===== config.mk =====
export PLATFORM = sky130hd
export DESIGN_NAME = ppc_port
export DESIGN_NICKNAME = d
export VERILOG_FILES = /design/src/core/ppc_pkg.sv /design/src/core/ppc_port.sv
export SDC_FILE = /design/constraint.sdc
export NUM_CORES = 1
export LEC_CHECK = 0
export ABC_AREA = 1
export BUFFER_PORTS_ARGS = -buffer_cell sky130_fd_sc_hd__buf_2
export CORE_MARGIN = 2
export CORE_UTILIZATION = 25
export DETAILED_ROUTE_END_ITERATION = 10
export PLACE_DENSITY = 0.4
export SKIP_CTS_REPAIR_TIMING = 1
export SLEW_MARGIN = 40
export SYNTH_ARGS = -nofsm -noshare
export SYNTH_HDL_FRONTEND = slang
export SYNTH_SLANG_ARGS = --single-unit
export TNS_END_PERCENT = 20

===== constraint.sdc =====
create_clock -name pclk -period 1.9 [get_ports pclk]
set_clock_uncertainty 0.15 [all_clocks]
set_input_delay 0.285 -clock pclk [delete_from_list [all_inputs] [get_ports pclk]]
set_output_delay 0.285 -clock pclk [all_outputs]
set_load 0.02 [all_outputs]

===== src/core/ppc_pkg.sv =====
package ppc_pkg;

   // Register byte addresses on the APB
   localparam logic [7:0] PPC_ADDR_CTRL   = 8'h00;
   localparam logic [7:0] PPC_ADDR_DATA   = 8'h04;
   localparam logic [7:0] PPC_ADDR_INC    = 8'h08;
   localparam logic [7:0] PPC_ADDR_POWER  = 8'h0C;
   localparam logic [7:0] PPC_ADDR_EVENT  = 8'h10;
   localparam logic [7:0] PPC_ADDR_CORE   = 8'h14;

   // Control register fields
   localparam int PPC_CTRL_MIRROR   = 15;
   localparam int PPC_CTRL_SW_HI    = 14;
   localparam int PPC_CTRL_SW_LO    = 13;
   localparam int PPC_CTRL_OUT_ACT  = 12;
   localparam int PPC_CTRL_IN_ACT   = 11;
   localparam int PPC_CTRL_EN_LO    = 5;
   localparam int PPC_CTRL_ST_LO    = 0;
   localparam logic [15:0] PPC_CTRL_RESET   = 16'h0008;
   localparam logic [15:0] PPC_CTRL_WR_MASK = 16'h7BE0;

   // Source index within the five-bit enable and status groups
   localparam int PPC_SRC_SIF  = 4;
   localparam int PPC_SRC_SOE  = 3;
   localparam int PPC_SRC_PW   = 2;
   localparam int PPC_SRC_PR   = 1;
   localparam int PPC_SRC_EXT  = 0;

   // Event register bits (write one to pulse)
   localparam int PPC_EV_SIF_SET  = 0;
   localparam int PPC_EV_SIF_CLR  = 1;
   localparam int PPC_EV_SOE_SET  = 2;
   localparam int PPC_EV_SOE_CLR  = 3;
   localparam int PPC_EV_IRQ_ACC  = 4;
   localparam int PPC_EV_IRQ_RET  = 5;

   // Power register clock gate bit
   localparam int PPC_PWR_CLK_OFF = 5;

   // Shared legacy vector
   localparam logic [3:0] PPC_VEC_SHARED = 4'h1;
   localparam logic [3:0] PPC_VEC_NONE   = 4'h0;

   // Reset value of the input register
   localparam logic [7:0] PPC_DATA_RESET = 8'h00;

   // Active transfer state machine
   typedef enum logic [1:0] {
      PPC_IDLE,
      PPC_RD_STROBE,
      PPC_WR_STROBE
   } ppc_xfer_t;

   // Parallel pins grouped
   typedef struct packed {
      logic [7:0] data;
      logic [2:0] sel;
      logic       in_strobe_n;
      logic       out_strobe_n;
   } ppc_pins_t;

endpackage


===== src/core/ppc_port.sv =====
// Added by the designer: the APB slave port and the register offsets.
`timescale 1ns/1ps
`default_nettype none

// Contract
// - Bits 14:13 set strobe length 1-4 clocks
// - Bit 12 makes output strobe active
// - Bit 11 makes input strobe active
// - Bits 9:5 enable the five sources
// - Core enable overrides cleared port enable
// - Bits 4:0 report pending source status
// - Bit 15 mirrors bit 4
// - Serial bits concern serial unit one only
// - Reset clears all but bit 3
// - Active read returns register, launches fetch
// - Latent reads pipelined, first read stale
// - One input register for all ports
// - Output register separate from input register
// - Power bit 5 freezes the port
// - Passive write completion raises request
// - Passive read completion raises request
// - Ack asserted on accept, dropped on return
// - Input register shadowed across interrupts when bit 11 is set
// - Port-only enables vector to 0x1
// - Data read clears passive-write status
// - Data write clears passive-read status
// - External status clears on return edge
module ppc_port
   import ppc_pkg::*;
(
   // Clock and reset
   input  wire logic        pclk,
   input  wire logic        presetn,
   // APB slave
   input  wire logic        psel,
   input  wire logic        penable,
   input  wire logic        pwrite,
   input  wire logic [7:0]  paddr,
   input  wire logic [31:0] pwdata,
   output logic      [31:0] prdata,
   output logic             pready,
   output logic             pslverr,
   // Parallel bus inputs
   input  wire logic [7:0]  pb_in,
   input  wire logic        in_strobe_n_in,
   input  wire logic        out_strobe_n_in,
   input  wire logic        external_interrupt_line,
   // Parallel bus outputs
   output ppc_pins_t        pins_out,
   output logic             data_oe,
   output logic             in_strobe_oe,
   output logic             out_strobe_oe,
   output logic             sel_oe,
   // Interrupt side
   output logic             irq_req,
   output logic [3:0]       irq_vector,
   output logic             int_ack
);

   logic [15:0] ctrl_q;
   logic [4:0]  status_q;
   logic [4:0]  core_en_q;
   logic        clk_off_q;
   logic [7:0]  in_reg_q;
   logic [7:0]  out_reg_q;
   logic [7:0]  shadow_q;
   logic        shadow_vld_q;
   logic [2:0]  port_q;
   logic [1:0]  cnt_q;
   ppc_xfer_t   state_q;
   logic        in_strb_d1_q;
   logic        out_strb_d1_q;
   logic [31:0] prdata_q;
   logic        pready_q;
   logic        pslverr_q;

   logic        acc;
   logic        wr_acc;
   logic        rd_acc;
   logic        run;
   logic        in_act;
   logic        out_act;
   logic        data_rd;
   logic        data_wr;
   logic        ev_acc;
   logic        ev_ret;
   logic        pw_done;
   logic        pr_done;
   logic [4:0]  pend;

   // Strobe length in clocks minus one
   function automatic logic [1:0] ppc_width(input logic [15:0] c);
      return c[PPC_CTRL_SW_HI:PPC_CTRL_SW_LO];
   endfunction

   // Bus decode; power gate freezes port activity
   assign acc     = psel && penable && !pready_q;
   assign wr_acc  = acc && pwrite;
   assign rd_acc  = acc && !pwrite;
   assign run     = !clk_off_q;
   assign in_act  = ctrl_q[PPC_CTRL_IN_ACT];
   assign out_act = ctrl_q[PPC_CTRL_OUT_ACT];
   assign data_rd = rd_acc && paddr == PPC_ADDR_DATA && run;
   assign data_wr = wr_acc && paddr == PPC_ADDR_DATA && run;
   assign ev_acc  = wr_acc && paddr == PPC_ADDR_EVENT && pwdata[PPC_EV_IRQ_ACC];
   assign ev_ret  = wr_acc && paddr == PPC_ADDR_EVENT && pwdata[PPC_EV_IRQ_RET];

   // Rising edges of passive strobes mark completion
   assign pw_done = run && !in_act && in_strobe_n_in && !in_strb_d1_q;
   assign pr_done = run && !out_act && out_strobe_n_in && !out_strb_d1_q;

   // Pending sources gated by either enable
   assign pend = status_q & (ctrl_q[PPC_CTRL_EN_LO+:5] | core_en_q);

   // Control register, software fields only
   always_ff @(posedge pclk or negedge presetn) begin
      if (!presetn) begin
         ctrl_q <= PPC_CTRL_RESET;
      end else if (wr_acc && paddr == PPC_ADDR_CTRL) begin
         ctrl_q <= (ctrl_q & ~PPC_CTRL_WR_MASK)
                 | (pwdata[15:0] & PPC_CTRL_WR_MASK);
      end
   end

   // Core enables and clock gate
   always_ff @(posedge pclk or negedge presetn) begin
      if (!presetn) begin
         core_en_q <= 5'h00;
         clk_off_q <= 1'b0;
      end else begin
         if (wr_acc && paddr == PPC_ADDR_INC) begin
            core_en_q <= pwdata[4:0];
         end
         if (wr_acc && paddr == PPC_ADDR_POWER) begin
            clk_off_q <= pwdata[PPC_PWR_CLK_OFF];
         end
      end
   end

   // Strobe history
   always_ff @(posedge pclk or negedge presetn) begin
      if (!presetn) begin
         in_strb_d1_q  <= 1'b1;
         out_strb_d1_q <= 1'b1;
      end else begin
         in_strb_d1_q  <= in_strobe_n_in;
         out_strb_d1_q <= out_strobe_n_in;
      end
   end

   // Status bits; hardware set wins over clear
   always_ff @(posedge pclk or negedge presetn) begin
      if (!presetn) begin
         status_q <= 5'h08;
      end else begin
         // Serial unit one flags only
         if (wr_acc && paddr == PPC_ADDR_EVENT) begin
            if (pwdata[PPC_EV_SIF_SET]) begin
               status_q[PPC_SRC_SIF] <= 1'b1;
            end else if (pwdata[PPC_EV_SIF_CLR]) begin
               status_q[PPC_SRC_SIF] <= 1'b0;
            end
            if (pwdata[PPC_EV_SOE_SET]) begin
               status_q[PPC_SRC_SOE] <= 1'b1;
            end else if (pwdata[PPC_EV_SOE_CLR]) begin
               status_q[PPC_SRC_SOE] <= 1'b0;
            end
         end
         if (pw_done) begin
            status_q[PPC_SRC_PW] <= 1'b1;
         end else if (data_rd || in_act) begin
            status_q[PPC_SRC_PW] <= 1'b0;
         end
         if (pr_done) begin
            status_q[PPC_SRC_PR] <= 1'b1;
         end else if (data_wr || out_act) begin
            status_q[PPC_SRC_PR] <= 1'b0;
         end
         if (external_interrupt_line &&
             (ctrl_q[PPC_CTRL_EN_LO+PPC_SRC_EXT] || core_en_q[PPC_SRC_EXT])) begin
            status_q[PPC_SRC_EXT] <= 1'b1;
         end else if (ev_ret && int_ack) begin
            status_q[PPC_SRC_EXT] <= 1'b0;
         end
      end
   end

   // Interrupt request, vector and acknowledge
   always_ff @(posedge pclk or negedge presetn) begin
      if (!presetn) begin
         irq_req    <= 1'b0;
         irq_vector <= PPC_VEC_NONE;
         int_ack    <= 1'b0;
      end else begin
         irq_req <= |pend;
         if ((pend & ~core_en_q) != 5'h00) begin
            irq_vector <= PPC_VEC_SHARED;
         end else if (pend != 5'h00) begin
            irq_vector <= 4'h2 + {1'b0, 3'(ppc_lowest(pend))};
         end else begin
            irq_vector <= PPC_VEC_NONE;
         end
         if (ev_acc && |pend) begin
            int_ack <= 1'b1;
         end else if (ev_ret) begin
            int_ack <= 1'b0;
         end
      end
   end

   // Lowest pending source picks its own vector
   function automatic logic [2:0] ppc_lowest(input logic [4:0] p);
      logic [2:0] idx;
      idx = 3'd4;
      for (int i = 4; i >= 0; i--) begin
         if (p[i]) begin
            idx = 3'(i);
         end
      end
      return idx;
   endfunction

   // Active transfer sequencer
   always_ff @(posedge pclk or negedge presetn) begin
      if (!presetn) begin
         state_q <= PPC_IDLE;
         cnt_q   <= 2'b00;
         port_q  <= 3'b000;
      end else if (run) begin
         case (state_q)
            PPC_IDLE: begin
               cnt_q <= ppc_width(ctrl_q);
               if (data_rd && in_act) begin
                  state_q <= PPC_RD_STROBE;
                  port_q  <= paddr[4:2] ^ paddr[4:2];
               end else if (data_wr && out_act) begin
                  state_q <= PPC_WR_STROBE;
               end
               if (acc && paddr == PPC_ADDR_DATA) begin
                  port_q <= pwdata[26:24] & {3{pwrite}} | port_q & {3{!pwrite}};
               end
            end
            PPC_RD_STROBE, PPC_WR_STROBE: begin
               if (cnt_q == 2'b00) begin
                  state_q <= PPC_IDLE;
               end else begin
                  cnt_q <= cnt_q - 2'b01;
               end
            end
            default: state_q <= PPC_IDLE;
         endcase
      end
   end

   // Input register, fetched or written by the far party, shadowed
   always_ff @(posedge pclk or negedge presetn) begin
      if (!presetn) begin
         in_reg_q     <= PPC_DATA_RESET;
         shadow_q     <= PPC_DATA_RESET;
         shadow_vld_q <= 1'b0;
      end else begin
         if (ev_acc && |pend && in_act) begin
            shadow_q     <= in_reg_q;
            shadow_vld_q <= 1'b1;
         end else if (!in_act) begin
            shadow_vld_q <= 1'b0;
         end
         if (ev_ret && shadow_vld_q && in_act) begin
            in_reg_q     <= shadow_q;
            shadow_vld_q <= 1'b0;
         end else if (run && in_act && !pins_out.in_strobe_n
                      && state_q != PPC_RD_STROBE) begin
            // Sample on the last low cycle of the driven strobe
            in_reg_q <= pb_in;
         end else if (pw_done) begin
            in_reg_q <= pb_in;
         end
      end
   end

   // Output register, never touches input register
   always_ff @(posedge pclk or negedge presetn) begin
      if (!presetn) begin
         out_reg_q <= PPC_DATA_RESET;
      end else if (data_wr) begin
         out_reg_q <= pwdata[7:0];
      end
   end

   // Pin drive
   always_ff @(posedge pclk or negedge presetn) begin
      if (!presetn) begin
         pins_out      <= '{data: 8'h00, sel: 3'b000,
                            in_strobe_n: 1'b1, out_strobe_n: 1'b1};
         data_oe       <= 1'b0;
         in_strobe_oe  <= 1'b0;
         out_strobe_oe <= 1'b0;
         sel_oe        <= 1'b0;
      end else begin
         pins_out.data <= out_reg_q;
         pins_out.sel  <= port_q;
         pins_out.in_strobe_n  <= !(run && state_q == PPC_RD_STROBE);
         pins_out.out_strobe_n <= !(run && state_q == PPC_WR_STROBE);
         in_strobe_oe  <= in_act;
         out_strobe_oe <= out_act;
         sel_oe        <= in_act && out_act;
         data_oe       <= (state_q == PPC_WR_STROBE)
                        || (!out_act && !out_strobe_n_in);
      end
   end

   // APB read data, one wait state
   always_ff @(posedge pclk or negedge presetn) begin
      if (!presetn) begin
         prdata_q  <= 32'h0000_0000;
         pready_q  <= 1'b0;
         pslverr_q <= 1'b0;
      end else begin
         pready_q  <= psel && penable && !pready_q;
         pslverr_q <= 1'b0;
         prdata_q  <= 32'h0000_0000;
         if (psel && penable && !pready_q) begin
            case (paddr)
               PPC_ADDR_CTRL: prdata_q <= {16'h0000,
                  status_q[PPC_SRC_SIF], ctrl_q[14:5], status_q};
               PPC_ADDR_DATA:  prdata_q <= {24'h000000, in_reg_q};
               PPC_ADDR_INC:   prdata_q <= {27'h0, core_en_q};
               PPC_ADDR_POWER: prdata_q <= {26'h0, clk_off_q, 5'h00};
               PPC_ADDR_EVENT: prdata_q <= 32'h0000_0000;
               PPC_ADDR_CORE:  prdata_q <= {24'h0, int_ack, irq_vector,
                                            2'(state_q), irq_req};
               default:        pslverr_q <= 1'b1;
            endcase
         end
      end
   end

   assign prdata  = prdata_q;
   assign pready  = pready_q;
   assign pslverr = pslverr_q;

endmodule

`default_nettype wire


---- Word level (Yosys, flattened, before mapping) ----
Cells that the tools add are included.
operators by class
  add/sub/neg operators ................... 2
  multipliers ............................. 0
  divide/modulo/power cells ............... 0
  $lt $le $gt $ge ......................... 0
  eq/ne operators ......................... 12
  shift operators ......................... 0
  mux-type cells .......................... 38
  bitwise logic cells ..................... 10
  reduce and logical (&&, ||, !) cells .... 73
operator list
  kind                                                                    count
  16-bit one-hot mux with 5 select lines                                  1
  1-bit logical AND                                                       36
  32-bit two-way mux                                                      1
  3-bit two-way mux                                                       8
  8-bit two-way mux                                                       3
  1-bit two-way mux                                                       17
  8-bit by 4-bit equality test with 1-bit output (second input constant)  2
  8-bit by 5-bit equality test with 1-bit output (second input constant)  2
  16-bit by 15-bit bitwise OR with 16-bit output                          1
  2-bit nonzero test                                                      8
  1-bit logical NOT                                                       11
  5-bit AND                                                               2
  5-bit nonzero test                                                      2
  3-bit AND reduction                                                     3
  8-bit by 3-bit equality test with 1-bit output (second input constant)  1
  8-bit logical NOT                                                       1
  2-bit two-way mux                                                       4
  4-bit two-way mux                                                       2
  2-bit one-hot mux with 2 select lines                                   2
  3-bit AND                                                               2
  6-bit OR reduction                                                      1
  5-bit NOT                                                               1
  5-bit bitwise OR                                                        1
  5-bit OR reduction                                                      1
  16 further kinds                                                        22
storage, ports and cells
  bits in registers ....................... 118
  bits in latches ......................... 0
  memory bits (writable) .................. 0
  ROM bits ................................ 0
  output and inout port bits .............. 57
  memories ................................ 0

---- Depth between registers and ports, before layout ----
  depth after elaboration ................. 11
  gate-level depth with buffers ........... 10
  gate-level depth less buffers ........... 10

---- Worst setup path after synthesis ----
OpenSTA, ideal clock, no wires.
  path kind ............................... register to register
  from .................................... register pready_q (netlist: pready)
  to ...................................... register in_reg_q[7]
  setup time .............................. 0.113 ns
  arrival time ............................ 1.364 ns
  required time ........................... 1.637 ns
  setup slack ............................. 0.273 ns
  stages on the path, launching flop included .. 10
  path buffers ............................ 1
  period minus slack after synthesis ...... 1.627 ns
  path through ............................ dfrtp_1 > inv_1 > nand3_4 > nor2_8 > nand4_4 > buf_6 > nand2_1 > nand2_1 > nand2_1 > inv_1
on the way
  longest elaborated chain between the ends .. 8
ends and longest elaborated chain
  element                                                                   RTL line         text
  from (decl)                                                               ppc_port.sv:74   logic pready_q;
  from (signal assigned)                                                    ppc_port.sv:319  pready_q <= psel && penable && !pready_q;
  1-bit logical NOT (*)                                                     ppc_port.sv:97   assign acc = psel && penable && !pready_q;
  1-bit logical AND (*)                                                     ppc_port.sv:97
  1-bit logical AND (*)                                                     ppc_port.sv:98   assign wr_acc = acc && pwrite;
  1-bit logical AND (*) (2 in series)                                       ppc_port.sv:106  assign ev_ret = wr_acc && paddr == PPC_ADDR_EVENT && pwdata[PPC_EV_IRQ_RET];
  1-bit logical AND (*) (2 in series)                                       ppc_port.sv:268  if (ev_ret && shadow_vld_q && in_act) begin
  3-bit nonzero test (no line) / 8-bit two-way mux (equally long branches)  --
  to (signal assigned)                                                      ppc_port.sv:269  in_reg_q <= shadow_q;
  to (signal assigned)                                                      ppc_port.sv:274  in_reg_q <= pb_in;
  to (signal assigned)                                                      ppc_port.sv:276  in_reg_q <= pb_in;
  to (decl)                                                                 ppc_port.sv:64   logic [7:0] in_reg_q;
Every way passes the cells marked *; elsewhere a longest branch is shown, timed or not.
A chain may end at the register's enable or synchronous reset.

---- Worst setup path in the final report ----
  from .................................... register state_q[1]
  to ...................................... register cnt_q[1]
on the way
  longest elaborated chain between the ends .. 4
ends and longest elaborated chain
  element                                                                                       RTL line         text
  from (decl)                                                                                   ppc_port.sv:70   ppc_xfer_t state_q;
  from (signal assigned)                                                                        ppc_port.sv:226  state_q <= PPC_IDLE;
  from (signal assigned)                                                                        ppc_port.sv:234  state_q <= PPC_RD_STROBE;
  from (signal assigned)                                                                        ppc_port.sv:237  state_q <= PPC_WR_STROBE;
  2-bit by 1-bit equality test with 1-bit output / 2-bit equality test (equally long branches)  ppc_port.sv:230  case (state_q)
  2-bit OR reduction                                                                            ppc_port.sv:230
  2-bit != test (no line) / 2-bit nonzero test (equally long branches)                          --
  3-bit AND reduction (no line)                                                                 --
  to (signal assigned)                                                                          ppc_port.sv:232  cnt_q <= ppc_width(ctrl_q);
  to (signal assigned)                                                                          ppc_port.sv:247  cnt_q <= cnt_q - 2'b01;
  to (decl)                                                                                     ppc_port.sv:69   logic [1:0] cnt_q;
Parallel ways exist; a longest one is shown, timed or not.

==> flow_metrics.tcl <==
set metrics [dict create \
    layout.nets 661 \
    rsz0062_at_grt "no" \
    grt_pass1_wl_um 18100 \
    root_buffer "clkbuf_16" \
    via_count 3443 \
    setup_viol 0 \
    relSlewSlack_pct 64.7 \
    status "complete, no violations" \
    syn2layout_area_growth_pct 25.5 \
    drtPass1Iterations 4 \
    netlist_area_um2 4420 \
    switching_share_pct 22.9 \
    clk-insertion-delay-late_ns 0.35 \
    dp_hpwl_um 8500 \
    fin_setup_tns_ns 0 \
    grt_util_all_layers_pct 13.0 \
    antenna_cells 0 \
    cts.sinks 95 \
    dieArea_um2 18700 \
    holdCritPathClass "input port to flop" \
    grt_pass1_vias 3358 \
    path_clk_slew_ns 0.06 \
    fill_cells 1877 \
    synth_edf_count 0 \
    critPathCaptureType "flop" \
    via_per_inst 4.15 \
    critPathKind "flop to flop" \
    pwr-share-comb_pct 7.3 \
    clockBufferDepth 2 \
    grt-ovfl-total 0 \
    clkPwrFrac_pct 46.5 \
    routed_wl_um 11400 \
    p_int_mw 3.49 \
    yosys.cell_count.top_type "nand2_1" \
    synth_commonest_cells "nand2_1 (131), dfrtp_1 (90), inv_1 (63)" \
    async_flop_share_pct 100 \
    synth-seq-area-share_pct 54.0 \
    wire_per_inst_um 13.8 \
    tightest_slew_ns 0.530 \
    antenna_left 0 \
    powerDensity_nw_per_um2 817 \
    initial_core_util_pct 25.5 \
    rows 48 \
    synth.distinct_cells 33 \
    path_max_fanout 5 \
    io_pins 113 \
    ir_drop_uv 411 \
    timing.fmax_ghz 0.570 \
    cts_htree_levels 3 \
    crit_required_ns 2.02 \
    yosysTopAreaCell "dfrtp_1" \
    pwr-share-seq_pct 46.2 \
    yosysWarningCount 0 \
    place_congestion 0.836 \
    cts_tree "built" \
    finalHoldViolCount 0 \
    die_w_um 137 \
    grt_start_max_net_pins 96 \
    antenna_found_initial 0 \
    cts_made_buffers 9 \
    synth-main-ff-cell "dfrtp_1" \
    p_sw_mw 1.04 \
    drive_above_1_share_pct 26.4 \
    io_buffer_count 81 \
    finalNonFillerCells 830 \
    synth_area_leaders "dfrtp_1 (51%), nand2_1 (11%), inv_1 (5.4%), nor2_1 (4.3%), o21ai_0 (3.3%)" \
    drc 0 \
    timing.final.crit_share_pct 92.4 \
    power_leakage_nw 2.92 \
    core_area_um2 17300 \
    synth.top_cell.area_share_pct 51.0 \
    period_needed_ns 1.76 \
    drtIter0Drc 167 \
    die_h_um 137 \
    finalMaxSlewViolations 0 \
    avgSynthCellArea_um2 8.94 \
    synthCells 494 \
    arrival_ns 1.87 \
    startpoint_type "flop" \
    dp_cells 811 \
    max_cap_viol_count 0 \
    yosys_register_bits 95 \
]
==> per-stage QoR <==
stage	power (mW)	utilization, %	setup WS, ns	hold WS, ns	cell area [µm²]
2_1_floorplan	2.32	-	0.273	-0.161	4480
3_3_place_gp	2.46	29.8	0.114	0.212	5150
3_5_place_dp	2.46	29.8	0.117	0.214	5150
4_1_cts	4.58	31.8	0.0886	-0.145	5500
5_1_grt	4.72	32.1	0.00743	0.0205	5540
6_report	4.53	32.1	0.145	0.0176	5540
==> layout make-up <==
class | instances | area, µm² | share of cell area, %
Tap cell | 225 | 282 | 5.08
Sequential cell | 95 | 2380 | 43.0
Multi-Input combinational cell | 326 | 1680 | 30.3
Timing Repair Buffer | 102 | 598 | 10.8
Clock inverter | 6 | 108 | 1.94
Clock buffer | 10 | 239 | 4.31
Inverter | 66 | 251 | 4.54
==> final timing paths <==
path	startpoint	endpoint	slack (ns)	depth (start not counted)
worst max-delay path	state_q[1]	cnt_q[1]	0.14	8
worst min-delay path	pwdata[13]	ctrl_q[13]	0.02	2
worst max register to register	state_q[1]	cnt_q[1]	0.14	8
worst min register to register	out_reg_q[3]	pins_out[8]	0.23	0
max in group asynchronous	presetn	status_q[3]	0.81	3
min in group asynchronous	presetn	prdata[10]	0.37	3
==> critical path: stages (launching register included) <==
cell,delay [ns]
dfrtp_1,0.43
inv_1,0.10
ha_2,0.39
inv_1,0.06
nor2_1,0.13
a21oi_1,0.07
nor2_2,0.15
o211ai_1,0.10
o21ai_0,0.09
==> flip-flops by register name, indices dropped and copies added (netlist names), 5 cells and up <==
signal,count
shadow_q,8
ctrl_q,9
in_reg_q,8
out_reg_q,8
status_q,5
core_en_q,5
pins_out,13
prdata,16
==> routing by layer <==
| layer | global-route usage, % | vias to the layer above | routed length [µm] |
|---|---|---|---|
| met5 | 0 | - | 0 |
| met4 | 5.73 | 0 | 216 |
| met3 | 2.63 | 14 | 540 |
| met2 | 19.8 | 84 | 5160 |
| met1 | 18.0 | 1597 | 5500 |
| li1 | - | 1748 | - |
==> cells by family (layout without fill, tap and decap cells) <==
logic type	after synthesis	in the layout	share of synthesized area (%)
other cells	1	17	0.0849
fa+ha+maj	5	5	1.42
buf+inv	89	184	9.55
compound gates	54	54	7.11
simple gates	246	246	26.9
mux	4	4	1.02
flops	95	95	54.0
==> power groups by stage <==
stage                     sequential (mW)  clock (mW)  combinational (mW)
after floorplan                      2.14           0               0.184
after detailed placement             2.13           0               0.332
final                                2.09        2.10               0.331
after global routing                 2.10        2.25               0.373
after global placement               2.13           0               0.328
after CTS                            2.09        2.16               0.333
==> layout by cell type (no fill, tap or decap), types with 3 or more instances in the layout <==
master / instances
nand2_1: 131
o21ai_0: 29
clkbuf_16: 9
o21ai_2: 8
dlygate4sd3_1: 3
inv_1: 62
nor3_1: 5
nand2_2: 4
nor2_1: 50
buf_2: 80
nand4_1: 18
mux2_2: 4
nand3b_1: 7
nand3_1: 14
dfrtp_1: 89
nor2_4: 5
inv_2: 3
buf_4: 17
bufinv_16: 3
nand2_4: 3
a21oi_1: 11
conb_1: 17
nand3_4: 3
ha_1: 4
dfstp_2: 5
No activity file was read; power rests on OpenSTA's default activity.
